--- config.mk ---
export PLATFORM = sky130hd
export DESIGN_NAME = tsca_core
export DESIGN_NICKNAME = d
export VERILOG_FILES = /design/src/core/tsca_regmem.v /design/src/core/tsca_core.v
export VERILOG_INCLUDE_DIRS = /design/src /design/src/core
export SDC_FILE = /design/constraint.sdc
export NUM_CORES = 1
export LEC_CHECK = 0
export BUFFER_PORTS_ARGS = -buffer_cell sky130_fd_sc_hd__clkbuf_2
export CAP_MARGIN = 20
export CORE_UTILIZATION = 33
export CTS_CLUSTER_DIAMETER = 60
export DETAILED_ROUTE_END_ITERATION = 7
export PLACE_DENSITY = 0.48
export SETUP_SLACK_MARGIN = 0.15
export SLEW_MARGIN = 0
export SYNTH_ARGS = -nofsm -noshare
export SYNTH_HDL_FRONTEND = slang
export SYNTH_SLANG_ARGS = --single-unit
--- constraint.sdc ---
create_clock -name clock -period 3.4 [get_ports clock]
set_input_delay 0.17 -clock clock [delete_from_list [all_inputs] [get_ports clock]]
set_output_delay 0.17 -clock clock [all_outputs]
set_load 0.02 [all_outputs]
--- src/core/tsca_defs.vh ---
// tsca_defs.vh: constants for the temperature sensor register bank and alert logic
// assumes: included by bare name from the design files under core/
`ifndef TSCA_DEFS_VH
`define TSCA_DEFS_VH

`define TSCA_PTR_TEMP        2'h0
`define TSCA_PTR_CFG         2'h1
`define TSCA_PTR_LOW         2'h2
`define TSCA_PTR_HIGH        2'h3

`define TSCA_CFG_STATUS      5
`define TSCA_CFG_RATE_LO     6
`define TSCA_CFG_RATE_HI     7
`define TSCA_CFG_SLEEP       8
`define TSCA_CFG_INTSEL      9
`define TSCA_CFG_POL         10
`define TSCA_CFG_FAULT_LO    11
`define TSCA_CFG_FAULT_HI    12
`define TSCA_CFG_ONE         14
`define TSCA_CFG_SHOT        15

`define TSCA_RATE_RESET      2'h2
`define TSCA_HIGH_RESET      16'h2800
`define TSCA_LOW_RESET       16'h2580
`define TSCA_THR_MASK        16'hfff0

`define TSCA_CLK_HZ          40000000
`define TSCA_CONV_MS         51
// period of each rate code in ms: 4000, 1000, 250, 125
`define TSCA_PER0_MS         4000
`define TSCA_PER1_MS         1000
`define TSCA_PER2_MS         250
`define TSCA_PER3_MS         125
`define TSCA_CNT_W           28

`endif

--- src/core/tsca_regmem.v ---
// tsca_regmem.v: four-entry 16-bit register array with registered read data
// assumes: single clock, synchronous active-high reset, one write port
`timescale 1ns/100ps
`include "tsca_defs.vh"

module tsca_regmem (
  // clock and reset
  input  wire        clock,
  input  wire        rst,
  // write port
  input  wire        wr_en,
  input  wire [1:0]  wr_addr,
  input  wire [15:0] wr_data,
  // read port
  input  wire [1:0]  rd_addr,
  output reg  [15:0] rd_data
);

  reg [15:0] mem [0:3];

  genvar i;
  generate
    for (i = 0; i < 4; i = i + 1) begin : g_ent
      always @(posedge clock) begin
        if (rst) begin
          mem[i] <= (i == `TSCA_PTR_LOW) ? `TSCA_LOW_RESET :
                    (i == `TSCA_PTR_HIGH) ? `TSCA_HIGH_RESET : 16'h0000;
        end else if (wr_en && (wr_addr == i)) begin
          mem[i] <= wr_data;
        end
      end
    end
  endgenerate

  always @(posedge clock) begin
    if (rst) begin
      rd_data <= 16'h0000;
    end else begin
      rd_data <= mem[rd_addr];
    end
  end

endmodule // tsca_regmem

--- src/core/tsca_core.v ---
// tsca_core.v: register bank, conversion scheduler and alert logic of a temperature sensor
// assumes: a serial bus engine gives byte strobes; converter hands back a result with a done pulse
//
// Function
// - pointer is eight bits; two low bits stored, upper six read zero
// - pointer 0 result, 1 configuration, 2 low, 3 high threshold
// - result read-only; configuration and both thresholds readable and writable
// - configuration is 16 bits, transferred high byte first on reads and writes
// - configuration bits 0-4 and 13 read zero, bit 14 reads one
// - status bit resets to 1; at polarity 0 it drops after high faults, returns after low faults
// - in comparator mode status bit equals alert pin, active level from polarity
// - rate field bits 7:6 give 0.25, 1, 4, 8 per second; reset 10
// - result register updates only on completed conversion
// - conversion starts at power-on; first result within 51 ms
// - idle in standby between periodic conversions until rate timer fires
// - sleep bit stops conversions at once; register access keeps working
// - sleep entry immediate; host sets single shot with sleep
// - clearing sleep resumes periodic conversion at configured rate
// - bit 9 selects comparator (0) or interrupt (1) alert mode, reset 0
// - comparator: alert active above high, until below low threshold
// - interrupt: alert goes active on each threshold crossing, held until cleared
// - bit 10 polarity: 0 active low, 1 active high, reset 0
// - fault count field needs 1 to 4 consecutive results beyond threshold
// - single shot in sleep runs one conversion, reads 1 meanwhile, then clears
// - interrupt mode alert cleared by any register read or setting sleep
// - values are signed 1/128 degree; result reads zero before first conversion
// - high threshold resets 2800, low 2580; four low bits always zero
`timescale 1ns/100ps
`include "tsca_defs.vh"

module tsca_core (
  // clock and reset
  input  wire        clock,
  input  wire        rst,
  // pointer write from the bus engine
  input  wire        ptr_wr,
  input  wire [7:0]  ptr_wdata,
  output wire [7:0]  ptr_rdata,
  // register byte access, high byte first
  input  wire        byte_wr,
  input  wire        byte_rd,
  input  wire        xfer_start,
  input  wire [7:0]  byte_wdata,
  output reg  [7:0]  byte_rdata,
  // converter handshake
  output reg         conv_start,
  output wire        conv_active,
  input  wire        conv_done,
  input  wire [15:0] conv_result,
  // alert pin, driven at both levels (alert_oe_n tied low)
  output wire        alert_out,
  output wire        alert_oe_n
);

  localparam ST_IDLE  = 2'h0;
  localparam ST_CONV  = 2'h1;
  localparam ST_SLEEP = 2'h2;

  // cycle counts are worked out as integers and cut to the timer width where they are used
  localparam integer TMO_CYC = (`TSCA_CLK_HZ / 1000) * `TSCA_CONV_MS;
  localparam integer PER0    = (`TSCA_CLK_HZ / 1000) * `TSCA_PER0_MS;
  localparam integer PER1    = (`TSCA_CLK_HZ / 1000) * `TSCA_PER1_MS;
  localparam integer PER2    = (`TSCA_CLK_HZ / 1000) * `TSCA_PER2_MS;
  localparam integer PER3    = (`TSCA_CLK_HZ / 1000) * `TSCA_PER3_MS;

  reg  [1:0]  pointer;
  reg  [1:0]  conversion_rate_field;
  reg         sleep_bit;
  reg         interrupt_select_bit;
  reg         output_polarity_bit;
  reg  [1:0]  fault_count_field;
  reg         single_shot;
  reg         threshold_fault;   // comparator state, 1 = above high
  reg         int_alert;         // interrupt-mode latched alert
  reg  [2:0]  fault_cnt;
  reg  [1:0]  state;
  reg  [`TSCA_CNT_W-1:0] timer;
  reg         second_byte;
  reg  [7:0]  wr_hi;
  reg  [15:0] temperature_result;

  wire [15:0] mem_rdata;
  reg  [15:0] low_threshold;
  reg  [15:0] high_threshold;
  reg         mem_wr;
  reg  [15:0] mem_wdata;
  wire        alert_active;
  wire        status_bit;
  wire [15:0] cfg_word;
  reg  [15:0] rd_word;
  reg  [`TSCA_CNT_W-1:0] period;
  reg         rd_stale;
  wire [1:0]  mem_raddr;

  assign ptr_rdata = {6'h00, pointer};

  // the array reads one edge late, so it follows the pointer that is being loaded
  // and a read may come straight after the pointer byte
  assign mem_raddr = ptr_wr ? ptr_wdata[1:0] : pointer;

  // thresholds also kept locally for comparison, mirrored into the array for reads
  tsca_regmem u_mem (
    .clock   (clock),
    .rst     (rst),
    .wr_en   (mem_wr),
    .wr_addr (pointer),
    .wr_data (mem_wdata),
    .rd_addr (mem_raddr),
    .rd_data (mem_rdata)
  );

  assign alert_active = interrupt_select_bit ? int_alert : threshold_fault;
  // pin level: polarity 0 drives low when active
  assign alert_out    = alert_active ~^ output_polarity_bit;
  assign alert_oe_n   = 1'b0;
  // status bit mirrors the pin in comparator mode; in interrupt mode it tracks the filter
  assign status_bit   = threshold_fault ~^ output_polarity_bit;

  assign cfg_word = {single_shot, 1'b1, 1'b0, fault_count_field, output_polarity_bit,
                     interrupt_select_bit, sleep_bit, conversion_rate_field, status_bit,
                     5'h00};

  assign conv_active = (state == ST_CONV);

  always @* begin
    case (pointer)
      `TSCA_PTR_TEMP: rd_word = temperature_result;
      `TSCA_PTR_CFG:  rd_word = cfg_word;
      default:        rd_word = rd_stale ? ((pointer == `TSCA_PTR_LOW) ? low_threshold : high_threshold) :
                                           mem_rdata;
    endcase
  end

  // right after a commit the array output is still old; the local copy is already current
  always @(posedge clock) begin
    if (rst) begin
      rd_stale <= 1'b0;
    end else begin
      rd_stale <= mem_wr;
    end
  end

  always @* begin
    case (conversion_rate_field)
      2'h0:    period = PER0[`TSCA_CNT_W-1:0];
      2'h1:    period = PER1[`TSCA_CNT_W-1:0];
      2'h2:    period = PER2[`TSCA_CNT_W-1:0];
      default: period = PER3[`TSCA_CNT_W-1:0];
    endcase
  end

  // write assembly: second byte commits the whole word
  always @* begin
    mem_wr    = byte_wr && second_byte && (pointer != `TSCA_PTR_TEMP) && (pointer != `TSCA_PTR_CFG);
    mem_wdata = {wr_hi, byte_wdata} & `TSCA_THR_MASK;
  end

  // pointer and byte order
  always @(posedge clock) begin
    if (rst) begin
      pointer     <= 2'h0;
      second_byte <= 1'b0;
      wr_hi       <= 8'h00;
      byte_rdata  <= 8'h00;
    end else begin
      if (ptr_wr) begin
        pointer <= ptr_wdata[1:0];
      end
      if (xfer_start || ptr_wr) begin
        second_byte <= 1'b0;
      end else if (byte_wr || byte_rd) begin
        second_byte <= ~second_byte;
      end
      if (byte_wr && !second_byte) begin
        wr_hi <= byte_wdata;
      end
      if (byte_rd) begin
        byte_rdata <= second_byte ? rd_word[7:0] : rd_word[15:8];
      end
    end
  end

  // configuration and threshold copies
  always @(posedge clock) begin
    if (rst) begin
      conversion_rate_field <= `TSCA_RATE_RESET;
      sleep_bit             <= 1'b0;
      interrupt_select_bit  <= 1'b0;
      output_polarity_bit   <= 1'b0;
      fault_count_field     <= 2'h0;
      low_threshold         <= `TSCA_LOW_RESET;
      high_threshold        <= `TSCA_HIGH_RESET;
    end else if (byte_wr && second_byte) begin
      if (pointer == `TSCA_PTR_CFG) begin
        conversion_rate_field <= {byte_wdata[`TSCA_CFG_RATE_HI], byte_wdata[`TSCA_CFG_RATE_LO]};
        sleep_bit             <= wr_hi[`TSCA_CFG_SLEEP-8];
        interrupt_select_bit  <= wr_hi[`TSCA_CFG_INTSEL-8];
        output_polarity_bit   <= wr_hi[`TSCA_CFG_POL-8];
        fault_count_field     <= wr_hi[`TSCA_CFG_FAULT_HI-8:`TSCA_CFG_FAULT_LO-8];
      end else if (pointer == `TSCA_PTR_LOW) begin
        low_threshold <= mem_wdata;
      end else if (pointer == `TSCA_PTR_HIGH) begin
        high_threshold <= mem_wdata;
      end
    end
  end

  wire cfg_commit = byte_wr && second_byte && (pointer == `TSCA_PTR_CFG);
  wire shot_req   = cfg_commit && wr_hi[`TSCA_CFG_SHOT-8];
  wire sleep_new  = cfg_commit && wr_hi[`TSCA_CFG_SLEEP-8];

  // conversion scheduler; reset starts a conversion right away
  always @(posedge clock) begin
    if (rst) begin
      state       <= ST_CONV;
      timer       <= {`TSCA_CNT_W{1'b0}};
      conv_start  <= 1'b1;
      single_shot <= 1'b0;
    end else begin
      conv_start <= 1'b0;
      case (state)
        ST_IDLE: begin
          timer <= timer + 1'b1;
          if (sleep_new) begin
            state <= ST_SLEEP;
            if (shot_req) begin
              single_shot <= 1'b1;
              conv_start  <= 1'b1;
              state       <= ST_CONV;
            end
          end else if (timer >= period - 1'b1) begin
            timer      <= {`TSCA_CNT_W{1'b0}};
            conv_start <= 1'b1;
            state      <= ST_CONV;
          end
        end
        ST_CONV: begin
          timer <= timer + 1'b1;
          if (sleep_new && !shot_req && !single_shot) begin
            state <= ST_SLEEP;
          // a converter that never answers must not hang the scheduler past the bound
          end else if (conv_done || (timer >= TMO_CYC[`TSCA_CNT_W-1:0])) begin
            single_shot <= 1'b0;
            state <= (single_shot || sleep_bit) ? ST_SLEEP : ST_IDLE;
          end
        end
        ST_SLEEP: begin
          timer <= {`TSCA_CNT_W{1'b0}};
          if (cfg_commit && !wr_hi[`TSCA_CFG_SLEEP-8]) begin
            state <= ST_IDLE;
          end else if (shot_req) begin
            single_shot <= 1'b1;
            conv_start  <= 1'b1;
            state       <= ST_CONV;
          end
        end
        default: state <= ST_IDLE;
      endcase
    end
  end

  // result capture and fault filter
  wire signed [15:0] res_s  = conv_result;
  wire signed [15:0] hi_s   = high_threshold;
  wire signed [15:0] lo_s   = low_threshold;
  wire               above  = res_s >= hi_s;
  wire               below  = res_s <= lo_s;
  wire               got    = conv_done && (state == ST_CONV);
  wire [2:0]         need   = {1'b0, fault_count_field} + 3'h1;
  wire               hit    = threshold_fault ? below : above;
  wire               fire   = got && hit && (fault_cnt + 3'h1 >= need);

  always @(posedge clock) begin
    if (rst) begin
      temperature_result <= 16'h0000;
      fault_cnt          <= 3'h0;
      threshold_fault    <= 1'b0;
      int_alert          <= 1'b0;
    end else begin
      if (got) begin
        temperature_result <= conv_result;
        if (hit) begin
          fault_cnt <= fire ? 3'h0 : fault_cnt + 3'h1;
        end else begin
          fault_cnt <= 3'h0;
        end
      end
      if (fire) begin
        threshold_fault <= ~threshold_fault;
      end
      // interrupt mode uses the same filtered crossing; a fire beats a same-cycle clear
      // the filter state decides which crossing comes next, so no separate arming flag is kept
      if (interrupt_select_bit && fire) begin
        int_alert <= 1'b1;
      end else if (byte_rd || sleep_new) begin
        int_alert <= 1'b0;
      end
      // comparator mode leaves no stale interrupt behind for a later switch back
      if (!interrupt_select_bit) begin
        int_alert <= 1'b0;
      end
    end
  end

endmodule // tsca_core

==> results_dict.tcl, run 1 <==
set metrics [dict create \
    synth.top_cells.by_area "dfxtp_1, edfxtp_1, ha_1, nand2_1, a21oi_1" \
    timing.slew.headroom_pct 44.3 \
    postCtsSetupRepairBufs 0 \
    clock_insertion_delay_worst_skew_ns 0.44 \
    nets 1103 \
    num-fill-cells 2591 \
    power_density_nw_per_um2 469 \
    crit_path_end_kind "register" \
    setup-violations-final 0 \
    power.combinational.fraction_pct 11.1 \
    seq_area_frac_synth_pct 43.7 \
    clock_tree.htree_level_count 4 \
    antenna_cells 0 \
    initial_utilization_pct 33.9 \
    number_of_buffers_created_by_cts 17 \
    total_gr_overflow 0 \
    hold_fix_buffer_count_after_cts 13 \
    coreArea_sq_um 25400 \
    yosys_warnings 0 \
    clk_path_buf_depth 2 \
    regToRegEndpoint "timer[23]" \
    num_vias 6820 \
    drc 0 \
    postSynthAreaPerCell_sq_um 9.31 \
    cts_resized 0 \
    holdPathStages 2 \
    postSynth.topFlopCell "dfxtp_1" \
    cts_root_buffer "clkbuf_16" \
    share_clk_of_total_power_pct 42.7 \
    grt_antenna_before_repair 0 \
    cts_tree "built" \
    die_height_um 164 \
    run_status "complete, no violations" \
    cellInternalPower_mw 3.32 \
    buffer_ports.inserted 45 \
    detail_route.wl_per_cell_um 17.2 \
    detail_placement_hpwl_um 16400 \
    fin_setup_tns_ns 0 \
    power.ir.vdd_worst_mv 0.271 \
    wire_length_of_the_first_global_routing_pass_um 36600 \
    clkSlewWorstSetupHoldPaths_ns 0.08 \
    critPathLaunchType "register" \
    drive_gt1_share_pct 12.9 \
    final.setup_skew_ns 0.0166 \
    die_x_um 164 \
    worstPathRequired_ns 3.75 \
    pin_count 59 \
    drt-vias-per-instance 5.09 \
    cts.sinks 164 \
    finalMaxSlewViolations 0 \
    final_min_period_over_clock_period_pct 87.4 \
    setup.worst_path.class "reg -> reg" \
    synth-async-reset-ratio_pct 0 \
    hold_start "ptr_wr" \
    worst_hold_slack_ns 0.0187 \
    first_pass_iters 5 \
    min_path_type "in -> reg" \
    routabilityCongestion 0.825 \
    pwr-share-seq_pct 46.3 \
    finalPower_mw 4.71 \
    r2r_start "conversion_rate_field[0]" \
    timing.hold.worst_endpoint "second_byte" \
    drt-initial-drc-count 423 \
    post-synth-top-area-cell "dfxtp_1" \
    switching_share_pct 29.3 \
    final_hold_viol_count 0 \
    synth.ff_latch_count 164 \
    row_count 58 \
    worstPathArrival_ns 3.32 \
    detailed_place.area_sq_um 9280 \
    die_area_sq_um 26800 \
    number_of_global_route_vias_before_repair 6321 \
    unrepaired_setup_endpoints_after_global_routing "false" \
    finalCriticalPeriod_ns 2.97 \
    synth.most_common_cell "nand2_1" \
    max_freq_ghz 0.336 \
    max-cap-violations 0 \
    wl_um 23100 \
    max_slew.worst_pin.slew_ns 0.834 \
    netlist.area_leader.share_pct 26.9 \
    netlist-cell-type-count 61 \
    post_synth_most_frequent_cells "nand2_1, dfxtp_1, a21oi_1, ha_1, nor2_1" \
    netlist_area_sq_um 8620 \
    synth-edff-count 48 \
    netlist_instances 926 \
    psw_mw 1.38 \
    grt_max_degree 54 \
    reg2reg_depth 10 \
    finalCoreUtilization_pct 39.5 \
    r2r_setup_slack_ns 0.43 \
    power.leakage_nw 3.89 \
    final_design_area_excluding_fillers_sq_um 10000 \
    flow.area_growth_from_synthesis_pct 16.5 \
    grtUsageTotal_pct 18.0 \
    ant_nets 0 \
    critPathMaxFanout 5 \
]
through the flow:
step                      setup slack (ns)  std cells
after global routing                 0.167       1339
after CTS                            0.402       1338
after global placement               0.464       1293
after floorplan                      0.549        956
final                                0.428       1339
after detailed placement             0.436       1293
worst max-delay path: stages, from the launching register on:
cell	delay [ns]
dfxtp_1	0.33
inv_1	0.11
ha_1	0.27
or2_2	0.30
ha_1	0.29
a22o_1	0.19
o41ai_2	0.35
a311oi_2	0.20
o21ai_2	0.29
nand2_1	0.22
o41ai_2	0.34
placed cells by master (no fill, tap or decap), types with 3 or more instances in the layout:
cell | netlist | final
buf_4 | 7 | 24
a22oi_1 | 3 | 3
clkbuf_2 | 0 | 44
a211o_1 | 4 | 4
o41ai_2 | 3 | 3
dfxtp_1 | 116 | 116
a21o_1 | 3 | 3
clkbuf_16 | 0 | 17
and3_1 | 26 | 26
a211oi_1 | 14 | 14
mux4_2 | 12 | 12
a221oi_1 | 5 | 5
inv_8 | 0 | 4
clkinv_8 | 0 | 5
and2_1 | 15 | 15
inv_1 | 53 | 53
nor2_1 | 54 | 54
nor4_1 | 6 | 6
nand4_1 | 14 | 14
dlygate4sd3_1 | 0 | 13
a21oi_1 | 71 | 71
mux2i_1 | 24 | 23
nand3b_1 | 13 | 13
edfxtp_1 | 48 | 48
conb_1 | 2 | 32
o21ai_0 | 25 | 25
or2_2 | 3 | 3
nor2b_1 | 11 | 11
nor3_1 | 11 | 11
nand3_1 | 22 | 22
nand2_1 | 126 | 126
o211ai_1 | 23 | 23
nand4b_1 | 3 | 3
ha_1 | 68 | 68
a31oi_1 | 40 | 40
nand2b_1 | 12 | 12
logic make-up (layout without fill, tap and decap cells):
group	Yosys count	count (layout)	synth area share [%]
buf+inv	113	166	5.53
other cells	2	32	0.0871
flops	164	164	43.7
mux	36	36	5.92
fa+ha+maj	68	68	9.87
compound gates	211	211	15.8
simple gates	328	328	18.7
xor+xnor	4	4	0.407
metal layers:
layer / share of wire (%) / global-route usage, % / vias to the layer above
li1: - / - / 3444
met1: 51 / 26.3 / 3241
met2: 45 / 27.6 / 120
met3: 3.1 / 2.62 / 15
met4: 1.0 / 4.92 / 0
met5: 0 / 0 / -
power groups by stage:
stage	clock network [mW]	registers, mW	logic [mW]
CTS	2.06	2.18	0.525
global route	2.14	2.19	0.584
finish	2.01	2.18	0.521
detailed placement	0	2.22	0.510
global placement	0	2.22	0.506
floorplan	0	2.20	0.351
how the worst max path moves through the flow:
stage	startpoint	end	slack, ns	cells past startpoint
CTS	conversion_rate_field[0]	timer[23]	0.40	10
global placement	conversion_rate_field[0]	timer[23]	0.46	10
floorplan	conversion_rate_field[0]	timer[23]	0.55	11
detailed placement	conversion_rate_field[0]	timer[23]	0.44	10
global route	conversion_rate_field[0]	timer[8]	0.17	11
finish	conversion_rate_field[0]	timer[23]	0.43	10
flip-flops by register name, indices dropped and copies added, names as in the netlist, 2 cells and up:
| register | count |
|---|---|
| timer | 28 |
| fault_cnt | 3 |
| pointer | 2 |
| lo_s | 12 |
| temperature_result | 16 |
| fault_count_field | 2 |
| conversion_rate_field | 2 |
| byte_rdata | 8 |
| hi_s | 12 |
| state | 2 |
| u_mem.mem | 48 |
| u_mem.rd_data | 12 |
| wr_hi | 8 |
final cells by class:
class,count,area [sq um],area share [%]
multi-input cells,679,4520,45.0
repair buffers,81,531,5.28
inverters,53,199,1.98
well taps,330,413,4.11
clock buffers,17,425,4.24
flip-flops and latches,164,3760,37.5
clock inverters,15,194,1.93
Note: power is estimated with default switching activity, not from simulation.
==> run 2: changes to the inputs <==
--- a/config.mk
+++ b/config.mk
@@ -16,4 +16,5 @@
 export SLEW_MARGIN = 0
 export SYNTH_ARGS = -nofsm -noshare
 export SYNTH_HDL_FRONTEND = slang
+export SYNTH_HIERARCHICAL = 1
 export SYNTH_SLANG_ARGS = --single-unit
==> results_dict.tcl, run 2 <==
set metrics [dict create \
    run_status "complete, no violations" \
    cts_root_buffer "clkbuf_16" \
    finalCriticalPeriod_ns 3.05 \
    final_hold_viol_count 0 \
    max-cap-violations 0 \
    seq_area_frac_synth_pct 44.1 \
    final.setup_skew_ns 0.0114 \
    cp_slowest_cell "a2111oi_4" \
    detail_placement_hpwl_um 19200 \
    biggestRegsByFlops "u_mem/mem (64), timer (28)" \
    max_freq_ghz 0.327 \
    grtUsageTotal_pct 18.8 \
    drt-initial-drc-count 531 \
    r2r_setup_slack_ns 0.35 \
    power.ir.vdd_worst_mv 0.359 \
    slowest_delay_ns 0.39 \
    synth.ff_latch_count 184 \
    postSynthAreaPerCell_sq_um 9.45 \
    finalMaxSlewViolations 0 \
    ant_nets 0 \
    netlist.area_leader.share_pct 24.5 \
    total_gr_overflow 0 \
    finalPower_mw 5.06 \
    synth.top_cells.by_area "dfxtp_1, edfxtp_1, ha_1, nand2_1, mux2i_1" \
    crit_path_end_kind "register" \
    wire_length_of_the_first_global_routing_pass_um 43300 \
    largest_register_ffs 64 \
    netlist-cell-type-count 76 \
    most_common_library_cell_in_the_layout_ignoring_fill_and_taps "nand2_1" \
    cts_tree "built" \
    final_design_area_excluding_fillers_sq_um 11200 \
    post-synth-top-area-cell "dfxtp_1" \
    layout.cells.most_common_list "nand2_1, dfxtp_1, a21oi_1, ha_1, edfxtp_1" \
    timing.slew.headroom_pct 43.7 \
    number_of_global_route_vias_before_repair 7374 \
    routabilityCongestion 0.815 \
    final_min_period_over_clock_period_pct 89.8 \
    fin_setup_tns_ns 0 \
    detail_route.wl_per_cell_um 18.5 \
    drc 0 \
    finalCoreUtilization_pct 38.7 \
    clkSlewWorstSetupHoldPaths_ns 0.07 \
    die_area_sq_um 30400 \
    number_of_buffers_created_by_cts 17 \
    clk_path_buf_depth 2 \
    postSynth.topFlopCell "dfxtp_1" \
    family_with_the_most_delay_on_the_worst_path "compound AO/OA/AOI/OAI gates" \
    registers.top_by_ff_count "u_mem/mem" \
    flow.area_growth_from_synthesis_pct 14.3 \
    clock_tree.htree_level_count 4 \
    clock_insertion_delay_worst_skew_ns 0.44 \
    initial_utilization_pct 33.9 \
    synth-edff-count 64 \
    drive_gt1_share_pct 13.0 \
    first_pass_iters 7 \
    critPathLaunchType "register" \
    startpoint "conversion_rate_field[0]" \
    max_slew.worst_pin.slew_ns 0.840 \
    regToRegEndpoint "timer[7]" \
    pin_count 59 \
    nets 1206 \
    cts.sinks 184 \
    worstPathArrival_ns 3.37 \
    netlist_area_sq_um 9810 \
    power_density_nw_per_um2 451 \
    cp_cell_sequence "inv_1 > ha_1 > or2_2 > ha_1 > nand2_1 > nor3_2 > o221ai_2 > a2111oi_4 > o21a_2 > nor3_2 > buf_6 > a221o_1" \
    netlist_instances 1038 \
    coreArea_sq_um 28900 \
    wl_um 27600 \
    setup-violations-final 0 \
    timing.critical_path.depth 12 \
    row_count 62 \
    min_path_type "in -> reg" \
    r2r_start "conversion_rate_field[0]" \
    worstPathRequired_ns 3.72 \
    drt-vias-per-instance 5.08 \
    critPathMaxFanout 17 \
    unrepaired_setup_endpoints_after_global_routing "false" \
    power.leakage_nw 4.24 \
    die_x_um 174 \
    die_height_um 174 \
    detailed_place.area_sq_um 10500 \
    crit_path_end "timer[7]" \
    synth-async-reset-ratio_pct 0 \
    num_vias 7604 \
    grt_max_degree 54 \
    reg2reg_depth 12 \
    crit_buf_inv 2 \
    yosys_warnings 6 \
    buffer_ports.inserted 45 \
    grt_antenna_before_repair 0 \
    setup.worst_path.class "reg -> reg" \
    synth.most_common_cell "nand2_1" \
    post_synth_most_frequent_cells "nand2_1, dfxtp_1, a21oi_1, ha_1, edfxtp_1" \
]
## run 2: timing repair
| item | in CTS | in global routing |
|---|---|---|
| hold buffers | 14 | 0 |
| setup buffers | 0 | 0 |
| setup endpoints to repair | 0 | 28 |
| endpoints found under the hold margin | 14 | 0 |
| resized for setup | 0 | 6 |
## run 2: cell families (layout without fill, tap and decap cells)
group                    after synthesis  after routing  synth area share (%)
flip-flops                           184            184                  44.1
AO/OA/AOI/OAI                        247            247                  17.0
multiplexers                          44             44                  4.50
adder cells (fa/ha/maj)               68             68                  8.67
buffers and inverters                115            167                  5.51
XOR/XNOR                               4              4                 0.357
AND/OR/NAND/NOR                      374            374                  19.8
other                                  2             25                0.0766
## run 2: worst reg2reg max path: stages (launching register included)
cell and delay (ns):
dfxtp_2 0.37, inv_1 0.11, ha_1 0.26, or2_2 0.29, ha_1 0.30, nand2_1 0.07, nor3_2 0.21, o221ai_2 0.14
a2111oi_4 0.39, o21a_2 0.22, nor3_2 0.05, buf_6 0.19, a221o_1 0.33
## run 2: layout make-up
| class | instances | area [sq um] |
|---|---|---|
| sequential | 184 | 4330 |
| multi-input combinational | 761 | 5050 |
| inverter | 53 | 199 |
| antenna | 1 | 2.50 |
| tap | 384 | 480 |
| timing repair buffer | 82 | 561 |
| clock buffer | 22 | 487 |
| clock inverter | 10 | 106 |
| fill | 2955 | 17700 |
## run 2: worst min path at each step
stage / slack [ns] / startpoint / depth (start not counted) / end
finish: 0.04 / conv_result[9] / 3 / temperature_result[9]
global placement: 0.39 / byte_wdata[1] / 3 / wr_hi[1]
CTS: 0.005 / conv_result[9] / 3 / temperature_result[9]
detailed placement: 0.40 / xfer_start / 2 / second_byte
floorplan: 0.25 / ptr_wr / 1 / second_byte
global route: 0.008 / conv_result[10] / 3 / temperature_result[10]
## run 2: metrics by stage
step | hold WS [ns] | worst slack (ns) | instances
finish | 0.0351 | 0.346 | 1497
global route | 0.00837 | 0.152 | 1496
CTS | 0.00481 | 0.222 | 1496
detailed placement | 0.397 | 0.230 | 1450
global placement | 0.393 | 0.314 | 1450
floorplan | 0.248 | 0.365 | 1060
## run 2: power by group
group          switching (mW)  leakage [nW]  internal [mW]
Clock                   0.924         0.290           1.12
Sequential             0.0591          1.62           2.35
Combinational           0.389          2.33          0.222
Total                    1.37          4.24           3.69
## run 2: per-layer routing
layer  GRT usage, %  share of wire (%)  up-vias
met1           25.5                 47     3625
met2           30.5                 48      135
li1               -                  -     3818
met4           5.56                1.4        0
met3           2.97                3.3       26
met5              0                  0        -
